$ cat src/rtl/trace_cmp_pkg.sv
// Purpose: shared constants and types for the trace count / compare c block
// Assumes: word-wide ahb-lite access, one register per aligned word
// Notes: byte address of a register is four times its index

package trace_cmp_pkg;

  // ==========================================================================
  // register indices (byte address = index * 4)
  localparam int IDX_W = 8;
  localparam int IDX_LSB = 2;
  localparam logic [IDX_W-1:0] IDX_CTRL = 8'h30;
  localparam logic [IDX_W-1:0] IDX_STAT = 8'h31;
  localparam logic [IDX_W-1:0] IDX_COUNT = 8'h24;
  localparam logic [IDX_W-1:0] IDX_PAGE_EXT = 8'h25;
  localparam logic [IDX_W-1:0] IDX_VAL_HI = 8'h26;
  localparam logic [IDX_W-1:0] IDX_VAL_LO = 8'h27;

  // ==========================================================================
  // field layout
  localparam int CTRL_ARM_BIT = 7;
  localparam int CTRL_BEGIN_BIT = 4;
  localparam int CTRL_BRK_BIT = 3;
  localparam int CTRL_CMP_BRK_BIT = 2;
  localparam int CAPMOD_LSB = 0;
  localparam int CAPMOD_MSB = 1;
  localparam logic [7:0] CTRL_STORE_MASK = 8'h1f;
  localparam logic [1:0] CAPMOD_LOOP_FILTER_CAPTURE = 2'h1;
  localparam int COUNT_FULL_BIT = 7;
  localparam int PAGING_TYPE_SELECT_PAGED_BIT = 6;
  localparam int EXT_CMP_MSB = 5;
  localparam int STAT_ARMED_BIT = 8;
  localparam int STAT_MATCH_BIT = 9;
  localparam int STAT_TRIG_BIT = 10;

  // ==========================================================================
  // reset values and bus codes
  localparam logic [7:0] REG_RST = 8'h00;
  localparam logic HRESP_OKAY = 1'b0;
  localparam int HTRANS_ACTIVE_BIT = 1;

  // ==========================================================================
  // capture sequencer, gray along idle -> wait -> store
  typedef enum logic [1:0] {
    ST_IDLE = 2'h0,
    ST_WAIT_TRIG = 2'h1,
    ST_STORE = 2'h3
  } capture_state_e;

endpackage : trace_cmp_pkg

$ cat src/rtl/cmp_c_if.sv
// Purpose: carries the comparator c operands and its hit result
// Assumes: all signals on the system clock
// Notes: cfg side drives operands, cmp side answers with hit

`timescale 1ns/1ps

interface cmp_c_if;
  logic [15:0] value;
  logic [7:0] page_ext;
  logic [15:0] addr;
  logic [7:0] page;
  logic hit;

  modport cfg (output value, output page_ext, output addr, output page,
               input hit);
  modport cmp (input value, input page_ext, input addr, input page,
               output hit);
endinterface : cmp_c_if

$ cat src/rtl/cmp_c_match.sv
// Purpose: address comparator c with optional program-page extension
// Assumes: page index forms extended address bits 21:14
// Notes: purely combinational, the caller registers the result

`timescale 1ns/1ps

module cmp_c_match (
  // operands and result
  cmp_c_if.cmp cif
);

  logic paged;

  // ==========================================================================
  // compare
  always_comb begin
    // only the low bit of the paging selector counts
    paged = cif.page_ext[trace_cmp_pkg::PAGING_TYPE_SELECT_PAGED_BIT];
    if (paged) begin
      // extended bits 21:16 from page bits 7:2, value bits 15:14 from page bits 1:0
      cif.hit = (cif.page_ext[trace_cmp_pkg::EXT_CMP_MSB:0]
                 == cif.page[7:2])
                && (cif.value[15:14] == cif.page[1:0])
                && (cif.value[13:0] == cif.addr[13:0]);
    end else begin
      cif.hit = (cif.value == cif.addr);
    end
  end

endmodule : cmp_c_match

$ cat src/rtl/trace_count_compare_c.sv
// Purpose: trace buffer occupancy counter and third address comparator
// Assumes: ahb-lite single word transfers, trace events on the same clock
// Notes: reads take one wait state, writes none
//
// The AHB-Lite interface to the registers was left to the implementer.

`timescale 1ns/1ps

// Contract
// set the full flag once 64 or more words were stored since arming.
// while full is set, all 64 entries count as valid whatever the count.
// writing one to arm clears the whole count register, count and full.
// the 6-bit count gives valid words from 0 to 63 while full is clear.
// a count wrap to zero sets full; in end-trigger mode counting goes on.
// full with count zero in begin mode disarms, and breaks if enabled.
// full with a nonzero count means 64 valid words, oldest overwritten.
// the 2-bit paging selector picks the paged compare in both modes.
// the top paging selector bit is ignored, so 10 and 11 act as 00, 01.
// each comparator value bit says whether its address bit is 1 or 0.
// with paging, extended bits 21:16 and 15:14 join the compare.
// arming in loop-filter capture mode clears the comparator value.
// software should keep the upper two extended compare bits at 00.
// comparator c stays usable for breakpoints, with its own paging; the code blocks its break in loop-filter capture mode.
// the trigger-position bit picks end (0) or begin (1) of storage.
// the break-on-completion bit decides if a finished session breaks.
// the count grows by exactly one for each word stored while capturing.
module trace_count_compare_c #(
  parameter int TRACE_DEPTH = 64
) (
  // system
  input wire logic clk,
  input wire logic sys_rst,
  // ahb-lite slave
  input wire logic hsel,
  input wire logic [31:0] haddr,
  input wire logic [1:0] htrans,
  input wire logic hwrite,
  input wire logic [2:0] hsize,
  input wire logic hready,
  input wire logic [31:0] hwdata,
  output logic [31:0] hrdata,
  output logic hreadyout,
  output logic hresp,
  // cpu core side
  input wire logic [15:0] cpu_address_bus,
  input wire logic [7:0] program_page_index,
  // trace capture side
  input wire logic trace_word_stored,
  input wire logic trace_trigger,
  // debug results
  output logic break_request,
  output logic compare_c_match,
  output logic [$clog2(TRACE_DEPTH):0] valid_entries
);

  localparam int CNT_W = $clog2(TRACE_DEPTH);
  localparam logic [CNT_W-1:0] CNT_MAX = CNT_W'(TRACE_DEPTH - 1);
  localparam logic [CNT_W:0] VALID_FULL = (CNT_W + 1)'(TRACE_DEPTH);
  localparam int RD_PAD = 32 - 8;

  // ==========================================================================
  // bus state
  logic rd_pend_r, rd_pend_nxt;
  logic wr_pend_r, wr_pend_nxt;
  logic addr_ok_r, addr_ok_nxt;
  logic [trace_cmp_pkg::IDX_W-1:0] idx_r, idx_nxt;
  logic [31:0] hrdata_r, hrdata_nxt;
  logic hreadyout_r, hreadyout_nxt;
  logic [31:0] rd_word;
  logic accept;

  // ==========================================================================
  // core state
  trace_cmp_pkg::capture_state_e state_r, state_nxt;
  logic [7:0] ctrl_r, ctrl_nxt;
  logic [7:0] page_ext_r, page_ext_nxt;
  logic [7:0] val_hi_r, val_hi_nxt;
  logic [7:0] val_lo_r, val_lo_nxt;
  logic [CNT_W-1:0] cnt_r, cnt_nxt;
  logic full_r, full_nxt;
  logic trig_seen_r, trig_seen_nxt;
  logic brk_r, brk_nxt;
  logic match_r, match_nxt;
  logic [CNT_W:0] valid_r, valid_nxt;

  // ==========================================================================
  // decoded helpers
  logic wr_ctrl, wr_page, wr_hi, wr_lo, arm_wr, store_word;
  logic begin_en, brk_en, cmp_brk_en, loop_filter_capture_now;
  logic [1:0] capmod_wr;

  cmp_c_if cif ();

  assign cif.value = {val_hi_r, val_lo_r};
  assign cif.page_ext = page_ext_r;
  assign cif.addr = cpu_address_bus;
  assign cif.page = program_page_index;

  cmp_c_match u_cmp (
    .cif(cif)
  );

  assign accept = hsel && htrans[trace_cmp_pkg::HTRANS_ACTIVE_BIT] && hready;
  assign wr_ctrl = wr_pend_r && addr_ok_r && idx_r == trace_cmp_pkg::IDX_CTRL;
  assign wr_page = wr_pend_r && addr_ok_r
                   && idx_r == trace_cmp_pkg::IDX_PAGE_EXT;
  assign wr_hi = wr_pend_r && addr_ok_r && idx_r == trace_cmp_pkg::IDX_VAL_HI;
  assign wr_lo = wr_pend_r && addr_ok_r && idx_r == trace_cmp_pkg::IDX_VAL_LO;
  assign arm_wr = wr_ctrl && hwdata[trace_cmp_pkg::CTRL_ARM_BIT];
  assign capmod_wr = hwdata[trace_cmp_pkg::CAPMOD_MSB:
                            trace_cmp_pkg::CAPMOD_LSB];
  assign begin_en = ctrl_r[trace_cmp_pkg::CTRL_BEGIN_BIT];
  assign brk_en = ctrl_r[trace_cmp_pkg::CTRL_BRK_BIT];
  assign cmp_brk_en = ctrl_r[trace_cmp_pkg::CTRL_CMP_BRK_BIT];
  assign loop_filter_capture_now = ctrl_r[trace_cmp_pkg::CAPMOD_MSB:
                            trace_cmp_pkg::CAPMOD_LSB]
                     == trace_cmp_pkg::CAPMOD_LOOP_FILTER_CAPTURE;
  // a control write in the same cycle takes priority over a stored word
  assign store_word = state_r == trace_cmp_pkg::ST_STORE
                      && trace_word_stored && !wr_ctrl;

  // ==========================================================================
  // read mux, sampled in the wait cycle so a just-finished write is seen
  always_comb begin
    rd_word = '0;
    if (addr_ok_r) begin
      unique case (idx_r)
        trace_cmp_pkg::IDX_CTRL: begin
          rd_word = {RD_PAD'(0), ctrl_r};
          rd_word[trace_cmp_pkg::CTRL_ARM_BIT] =
            state_r != trace_cmp_pkg::ST_IDLE;
        end
        trace_cmp_pkg::IDX_STAT: begin
          rd_word[CNT_W:0] = valid_r;
          rd_word[trace_cmp_pkg::STAT_ARMED_BIT] =
            state_r != trace_cmp_pkg::ST_IDLE;
          rd_word[trace_cmp_pkg::STAT_MATCH_BIT] = match_r;
          rd_word[trace_cmp_pkg::STAT_TRIG_BIT] = trig_seen_r;
        end
        trace_cmp_pkg::IDX_COUNT: begin
          rd_word[CNT_W-1:0] = cnt_r;
          rd_word[trace_cmp_pkg::COUNT_FULL_BIT] = full_r;
        end
        trace_cmp_pkg::IDX_PAGE_EXT: rd_word = {RD_PAD'(0), page_ext_r};
        trace_cmp_pkg::IDX_VAL_HI: rd_word = {RD_PAD'(0), val_hi_r};
        trace_cmp_pkg::IDX_VAL_LO: rd_word = {RD_PAD'(0), val_lo_r};
        default: rd_word = '0;
      endcase
    end
  end

  // ==========================================================================
  // ahb-lite slave: next values
  always_comb begin
    rd_pend_nxt = 1'b0;
    wr_pend_nxt = 1'b0;
    addr_ok_nxt = addr_ok_r;
    idx_nxt = idx_r;
    hrdata_nxt = hrdata_r;
    hreadyout_nxt = 1'b1;
    if (rd_pend_r && !hreadyout_r) begin
      // wait cycle of a read: latch data, release next edge
      hrdata_nxt = rd_word;
    end else if (accept) begin
      idx_nxt = haddr[trace_cmp_pkg::IDX_LSB +: trace_cmp_pkg::IDX_W];
      addr_ok_nxt = haddr[31:trace_cmp_pkg::IDX_LSB + trace_cmp_pkg::IDX_W]
                    == '0 && haddr[trace_cmp_pkg::IDX_LSB-1:0] == '0;
      wr_pend_nxt = hwrite;
      rd_pend_nxt = !hwrite;
      hreadyout_nxt = hwrite;
    end
  end

  always_ff @(posedge clk or posedge sys_rst) begin
    if (sys_rst) begin
      rd_pend_r <= 1'b0;
      wr_pend_r <= 1'b0;
      addr_ok_r <= 1'b0;
      idx_r <= '0;
      hrdata_r <= '0;
      hreadyout_r <= 1'b1;
    end else begin
      rd_pend_r <= rd_pend_nxt;
      wr_pend_r <= wr_pend_nxt;
      addr_ok_r <= addr_ok_nxt;
      idx_r <= idx_nxt;
      hrdata_r <= hrdata_nxt;
      hreadyout_r <= hreadyout_nxt;
    end
  end

  // ==========================================================================
  // capture sequencer, counter and configuration: next values
  always_comb begin
    state_nxt = state_r;
    ctrl_nxt = ctrl_r;
    page_ext_nxt = page_ext_r;
    val_hi_nxt = val_hi_r;
    val_lo_nxt = val_lo_r;
    cnt_nxt = cnt_r;
    full_nxt = full_r;
    trig_seen_nxt = trig_seen_r;
    brk_nxt = 1'b0;
    // paging selector and extended bits are one software register
    if (wr_page) begin
      page_ext_nxt = hwdata[7:0];
    end
    if (wr_hi) begin
      val_hi_nxt = hwdata[7:0];
    end
    if (wr_lo) begin
      val_lo_nxt = hwdata[7:0];
    end
    if (wr_ctrl) begin
      ctrl_nxt = hwdata[7:0] & trace_cmp_pkg::CTRL_STORE_MASK;
      if (arm_wr) begin
        cnt_nxt = '0;
        full_nxt = 1'b0;
        trig_seen_nxt = 1'b0;
        // begin mode waits for the trigger, end mode stores at once
        state_nxt = hwdata[trace_cmp_pkg::CTRL_BEGIN_BIT]
                    ? trace_cmp_pkg::ST_WAIT_TRIG
                    : trace_cmp_pkg::ST_STORE;
        if (capmod_wr == trace_cmp_pkg::CAPMOD_LOOP_FILTER_CAPTURE) begin
          val_hi_nxt = trace_cmp_pkg::REG_RST;
          val_lo_nxt = trace_cmp_pkg::REG_RST;
        end
      end else begin
        state_nxt = trace_cmp_pkg::ST_IDLE;
      end
    end else begin
      unique case (state_r)
        trace_cmp_pkg::ST_IDLE: begin
          state_nxt = trace_cmp_pkg::ST_IDLE;
        end
        trace_cmp_pkg::ST_WAIT_TRIG: begin
          if (trace_trigger) begin
            trig_seen_nxt = 1'b1;
            state_nxt = trace_cmp_pkg::ST_STORE;
          end
        end
        trace_cmp_pkg::ST_STORE: begin
          if (store_word) begin
            if (cnt_r == CNT_MAX) begin
              cnt_nxt = '0;
              full_nxt = 1'b1;
              if (begin_en) begin
                state_nxt = trace_cmp_pkg::ST_IDLE;
                brk_nxt = brk_en;
              end
            end else begin
              cnt_nxt = cnt_r + 1'b1;
            end
          end
          // in end mode the trigger closes the session
          if (!begin_en && trace_trigger) begin
            trig_seen_nxt = 1'b1;
            state_nxt = trace_cmp_pkg::ST_IDLE;
            brk_nxt = brk_en;
          end
        end
        default: state_nxt = trace_cmp_pkg::ST_IDLE;
      endcase
    end
    // comparator c breaks on its own, unavailable in loop-filter capture
    if (cmp_brk_en && cif.hit && !loop_filter_capture_now) begin
      brk_nxt = 1'b1;
    end
    match_nxt = cif.hit;
    // a wrapped buffer holds every entry, newest over oldest
    valid_nxt = full_nxt ? VALID_FULL : {1'b0, cnt_nxt}; // see R2
  end

  always_ff @(posedge clk or posedge sys_rst) begin
    if (sys_rst) begin
      state_r <= trace_cmp_pkg::ST_IDLE;
      ctrl_r <= trace_cmp_pkg::REG_RST;
      page_ext_r <= trace_cmp_pkg::REG_RST;
      val_hi_r <= trace_cmp_pkg::REG_RST;
      val_lo_r <= trace_cmp_pkg::REG_RST;
      cnt_r <= '0;
      full_r <= 1'b0;
      trig_seen_r <= 1'b0;
      brk_r <= 1'b0;
      match_r <= 1'b0;
      valid_r <= '0;
    end else begin
      state_r <= state_nxt;
      ctrl_r <= ctrl_nxt;
      page_ext_r <= page_ext_nxt;
      val_hi_r <= val_hi_nxt;
      val_lo_r <= val_lo_nxt;
      cnt_r <= cnt_nxt;
      full_r <= full_nxt;
      trig_seen_r <= trig_seen_nxt;
      brk_r <= brk_nxt;
      match_r <= match_nxt;
      valid_r <= valid_nxt;
    end
  end

  assign hrdata = hrdata_r;
  assign hreadyout = hreadyout_r;
  assign hresp = trace_cmp_pkg::HRESP_OKAY;
  assign break_request = brk_r;
  assign compare_c_match = match_r;
  assign valid_entries = valid_r;
endmodule : trace_count_compare_c

$ cat config.mk
export PLATFORM = sky130hd
export DESIGN_NAME = trace_count_compare_c
export DESIGN_NICKNAME = d
export VERILOG_FILES = /design/src/rtl/trace_cmp_pkg.sv /design/src/rtl/cmp_c_if.sv /design/src/rtl/cmp_c_match.sv /design/src/rtl/trace_count_compare_c.sv
export SDC_FILE = /design/constraint.sdc
export NUM_CORES = 1
export LEC_CHECK = 0
export ABC_AREA = 1
export BUFFER_PORTS_ARGS = -buffer_cell sky130_fd_sc_hd__clkbuf_2
export CORE_MARGIN = 5
export CORE_UTILIZATION = 50
export CTS_CLUSTER_SIZE = 14
export DETAILED_ROUTE_END_ITERATION = 16
export MAX_ROUTING_LAYER = met4
export PLACE_DENSITY = 0.81
export SYNTH_ARGS = -nofsm -noshare
export SYNTH_HDL_FRONTEND = slang
export SYNTH_SLANG_ARGS = --single-unit
$ cat constraint.sdc
create_clock -name clk -period 2.6 [get_ports clk]
set_input_delay 0.26 -clock clk [delete_from_list [all_inputs] [get_ports clk]]
set_output_delay 0.26 -clock clk [all_outputs]
set_load 0.1 [all_outputs]
* After elaboration in Yosys (flattened, before gate mapping)
Cells that the tools add are included.
** Word-level totals
- Register bits :: 92
- Latch bits :: 0
- Memory bits (writable) :: 0
- ROM bits :: 0
- Input port bits :: 100
- Output and inout bits :: 43
- Memories :: 0
** Cells by class
- Add/sub/neg operators :: 1
- Multiply operators :: 0
- Divide/modulo/power cells :: 0
- Order comparisons :: 0
- Equal/unequal tests :: 21
- Shifts and indexed selects :: 0
- Mux-type cells :: 52
- Bitwise gates (word level) :: 1
- Reduce and logical (&&, ||, !) cells :: 29
** Operators with widths (number)
- $mux W8 :: 8
- $eq A8 B6 Y1 const B :: 6
- $pmux W6 S6 :: 1
- $mux W6 :: 5
- $mux W1 :: 23
- $logic_not A22 Y1 :: 1
- $logic_and A1 B1 Y1 :: 17
- $eq A16 B16 Y1 :: 1
- $mux W2 :: 8
- $eq A14 B14 Y1 :: 1
- $mux W11 :: 1
- $ne A4 B3 Y1 const B :: 2
- $reduce_and A4 Y1 :: 2
- $mux W7 :: 1
- $add A6 B1 Y6 const B :: 1
- $eq A2 B1 Y1 const B :: 3
- $eq A6 B6 Y1 :: 1
- $eq A6 B6 Y1 const B :: 1
- $logic_not A1 Y1 :: 5
- $pmux W1 S5 :: 1
- $ne A4 B2 Y1 const B :: 1
- $pmux W1 S4 :: 1
- $pmux W2 S2 :: 1
- $mux W3 :: 1
- 11 further kinds :: 11

* Logic depth before layout (Yosys ltp)
- Word-level depth :: 9
- Mapped depth :: 11
- Depth with buffers taken out :: 10

* By module
Synthesis repeated with hierarchy kept, for this count alone.
** Second synthesis, totals
- Cell total of the unflattened synthesis :: 568
- Area, all modules :: 4140.2 um^2
** Modules (own cells, without submodules)
- trace_count_compare_c :: instances 1, cells an instance 446, area each 3656.0 um^2, sequential area each 1752.9 um^2
- cmp_c_match :: instances 1, cells an instance 122, area each 484.2 um^2, sequential area each 0.0 um^2

* Worst setup path before layout
Ideal clock, no wire load.
- Path type :: register to register
- Start point :: reg hreadyout_r (netlist: hreadyout)
- End point :: reg addr_ok_r
- Setup time :: 0.130 ns
- Arrival :: 1.663 ns
- Required time :: 2.470 ns
- Path slack :: 0.807 ns
- Stages on the path, launching flop included :: 5
- Buffers on the path :: 1
- Path through :: dfstp_2 -> nor2_1 -> nor2_1 -> clkbuf_1 -> o22ai_1
** Between the ends
- Word-level cells in the longest chain between the ends :: 4
** RTL lines
- start: declaration :: line trace_count_compare_c.sv:68 : logic hreadyout_r, hreadyout_nxt;
- start signal: assignment :: line trace_count_compare_c.sv:188 : hreadyout_r <= hreadyout_nxt;
- $logic_not A1 Y1 :: line trace_count_compare_c.sv:161 : if (rd_pend_r && !hreadyout_r) begin
- $logic_and A1 B1 Y1 :: line trace_count_compare_c.sv:161
- $not A1 Y1 (no line)
- $reduce_and A2 Y1 (no line)
- end signal: assignment :: line trace_count_compare_c.sv:185 : addr_ok_r <= addr_ok_nxt;
- end: declaration :: line trace_count_compare_c.sv:65 : logic addr_ok_r, addr_ok_nxt;
No other way between the ends.
A chain may end at the register's enable or synchronous reset.

* Worst setup path after layout
- Start point :: reg idx_r[3] (netlist bit)
- End point :: reg val_hi_r[7]
** Between the ends
- Word-level cells in the longest chain between the ends :: 6
** RTL lines
- start: declaration :: line trace_count_compare_c.sv:66 : logic [trace_cmp_pkg::IDX_W-1:0] idx_r, idx_nxt;
- start signal: assignment :: line trace_count_compare_c.sv:186 : idx_r <= idx_nxt;
- $eq A8 B6 Y1 :: line trace_count_compare_c.sv:107 : assign wr_hi = wr_pend_r && addr_ok_r && idx_r == trace_cmp_pkg::IDX_VAL_HI;
- $logic_and A1 B1 Y1 :: line trace_count_compare_c.sv:107
- $mux W8 :: line trace_count_compare_c.sv:208 : if (wr_hi) begin
- $mux W8 :: line trace_count_compare_c.sv:224 : if (capmod_wr == trace_cmp_pkg::CAPMOD_LOOP_FILTER_CAPTURE) begin
- $mux W8 :: line trace_count_compare_c.sv:216 : if (arm_wr) begin
- $mux W8 (*) :: line trace_count_compare_c.sv:214 : if (wr_ctrl) begin
- named net val_hi_nxt[7] :: line trace_count_compare_c.sv:77 : logic [7:0] val_hi_r, val_hi_nxt;
- end signal: assignment :: line trace_count_compare_c.sv:279 : val_hi_r <= trace_cmp_pkg::REG_RST;
- end signal: assignment :: line trace_count_compare_c.sv:291 : val_hi_r <= val_hi_nxt;
- end: declaration :: line trace_count_compare_c.sv:77
The timed path passes the listed nets; every way through them passes the cells marked *.

==> results.toml <==
[pwr]
total_leakage_power_nw = 2.590
powerDensity_mw_per_mm2 = 680.9
seqPwrFrac = 0.390
power_switching_share = 0.3252
fin_total_pwr_mw = 3.188
power.internal_mw = 2.151
pwr-share-comb = 0.219
switchingPower_mw = 1.037
p_clk_frac = 0.391
ir_worst_vdd_mv = 0.4053

[cts]
clk_latency_ps = 350
cts.sink_count = 70
clk_pin_slew_ps = 80
cts-resized-gates = 0
numCtsBuffers = 9
cts_root_buffer = "clkbuf_8"
cts_hold_buf = 1
cts_max_path_buffers = 2
ctsHtreeMaxLevel = 3
cts_tree = "done"
cts_setup_buffers = 0

[floorplanning]
die_y_um = 98.62
ioPinCount = 143
rows = 32
fp.coreArea_mm2 = 0.007687
start_util = 0.5107
die_x_um = 98.62
die_area_mm2 = 0.009725

[yosys]
netlist_area_mm2 = 0.003926
synth_ff_type = "dfrtp_1"
synth_edf_count = 0
yosysWarnings = 0
synthArstFlopShare = 1.000
ys_types = 40
avgSynthCellArea_um2 = 7.868
synth-seq-area-share = 0.4465
ys_seq_elements = 70
synthCells = 499

[placed_design]
numPortBuffers = 92
hpwl_mm = 7.807
place_area_mm2 = 0.004388
dp_cells = 684
place_ws_ps = 792.0
gp_congestion = 0.9050

[drt]
ant_nets = 0
vias = 3707
vias_per_cell = 5.288
first_iter_violations = 309
first_pass_iters = 6
routedWlPerCell_um = 14.77
drc = 0
drt_wl_total_mm = 10.35

[critical_path]
cp-start-kind = "flip-flop"
cp_max_fo = 16
worstSetupPathType = "flip-flop to flip-flop"
cp.required_ps = 2880
endpoint_kind = "flip-flop"
critPathArrivalTime_ps = 2210

[global_route]
antenna_found_initial = 0
grt_pass1_vias = 3647
grt_max_degree = 46
grt_pass1_wl_mm = 17.03
track_usage = 0.2229
grt-ovfl-total = 0

[cells_and_area]
final_common_cell = "nand2_1"
final_cell_mix = "121 x nand2_1, 92 x clkbuf_2, 69 x dfrtp_1"
final_area_mm2 = 0.004682
antennaDiodeCount = 0
nets = 695
final_util = 0.6090
drive_gt1_frac = 0.2304
synthToLayoutAreaGrowth_pct = 19.25
stdcell_count = 701

[sta]
max_clock_freq_mhz = 517.1
min_period_over_period = 0.7438
clock_skew_ps = 11.43
period_needed_ps = 1934
rsz0062_at_grt = "no"
finalSetupViolations = 0
holdWs_ps = 80.88
worst_pin_slew_ps = 624.2
final.setup.tns_ps = 0
finalWorstSetupSlack_ps = 666.2
report.final.hold_viol_count = 0
slew_viol_final = 0
relSlewSlack = 0.5834

[run]
maxCapViolCount = 0

[worst_hold_path]
min_path_type = "input port to flip-flop"

[status]
status = "completed"
[path summary, 6_finish.rpt]
kind	start	end	slack (ps)	cells after the start
min reg2reg	hrdata[0]	hrdata[0]	490	2
max	idx_r[3]	val_hi_r[7]	670	7
max reg2reg	idx_r[3]	val_hi_r[7]	670	7
min in group asynchronous	sys_rst	ctrl_r[4]	500	3
max in group asynchronous	sys_rst	hreadyout	1400	4
min	hwrite	rd_pend_r	80	2
[power by group through the flow]
stage                     logic, mW  clock network, mW  registers [mW]
final                         0.700               1.25            1.24
after global routing          0.753               1.31            1.25
after CTS                     0.696               1.25            1.24
after detailed placement      0.685                  0            1.26
after global placement        0.668                  0            1.25
after floorplan               0.430                  0            1.37
[area by class of cell]
class,instances,area (µm²)
Multi-Input combinational cell,361,1803
Clock buffer,9,123.9
Timing Repair Buffer,95,498.0
Fill cell,680,3005
Clock inverter,7,160.2
Sequential cell,70,1753
Inverter,57,216.5
Tap cell,102,127.6
[cells by family (layout without fill, tap and decap cells)]
family | Yosys count | after routing | share of synthesized area
other | 1 | 22 | 0.0009551
AND/OR/NAND/NOR | 232 | 232 | 0.2712
flip-flops | 70 | 70 | 0.4465
AO/OA/AOI/OAI | 87 | 87 | 0.1214
adder cells (fa/ha/maj) | 1 | 1 | 0.003186
buffers and inverters | 89 | 168 | 0.1144
XOR/XNOR | 19 | 19 | 0.04238
[routing by layer]
layer / GRT usage / share of wire
met1: 0.2873 / 0.41
met2: 0.3463 / 0.47
met3: 0.04600 / 0.092
met5: - / 0
met4: 0.08718 / 0.024
[worst max-delay path: stages, from the launching register on]
cell and delay [ps]:
dfrtp_1 360, inv_1 100, nand2_2 130, nor2_1 230, nand3_1 120, nor2_2 500, o21ai_0 250, a21oi_1 160
[sequential cells by signal, summed over array words and instances (netlist names)]
| signal | count |
|---|---|
| ctrl_r | 5 |
| compare_c_match | 1 |
| rd_pend_r | 1 |
| val_hi_r | 8 |
| cif.page_ext | 8 |
| state_r | 2 |
| break_request | 1 |
| full_r | 1 |
| cnt_r | 6 |
| hrdata | 11 |
| wr_pend_r | 1 |
| hreadyout | 1 |
| trig_seen_r | 1 |
| val_lo_r | 8 |
| addr_ok_r | 1 |
| idx_r | 8 |
| valid_entries | 6 |
[synth_stat cells, types with 4 or more instances]
| library cell | count | area share |
|---|---|---|
| a21oi_1 | 22 | 0.028 |
| buf_4 | 24 | 0.046 |
| dfrtp_1 | 69 | 0.44 |
| inv_1 | 52 | 0.050 |
| inv_2 | 4 | 0.0038 |
| nand2_1 | 121 | 0.12 |
| nand2_2 | 5 | 0.0080 |
| nand3_1 | 48 | 0.061 |
| nor2_1 | 37 | 0.035 |
| nor4_1 | 6 | 0.0096 |
| o21ai_0 | 43 | 0.055 |
| o21ai_1 | 10 | 0.013 |
| xnor2_1 | 12 | 0.027 |
| xor2_1 | 7 | 0.016 |
No activity file was read; power rests on OpenSTA's default activity.
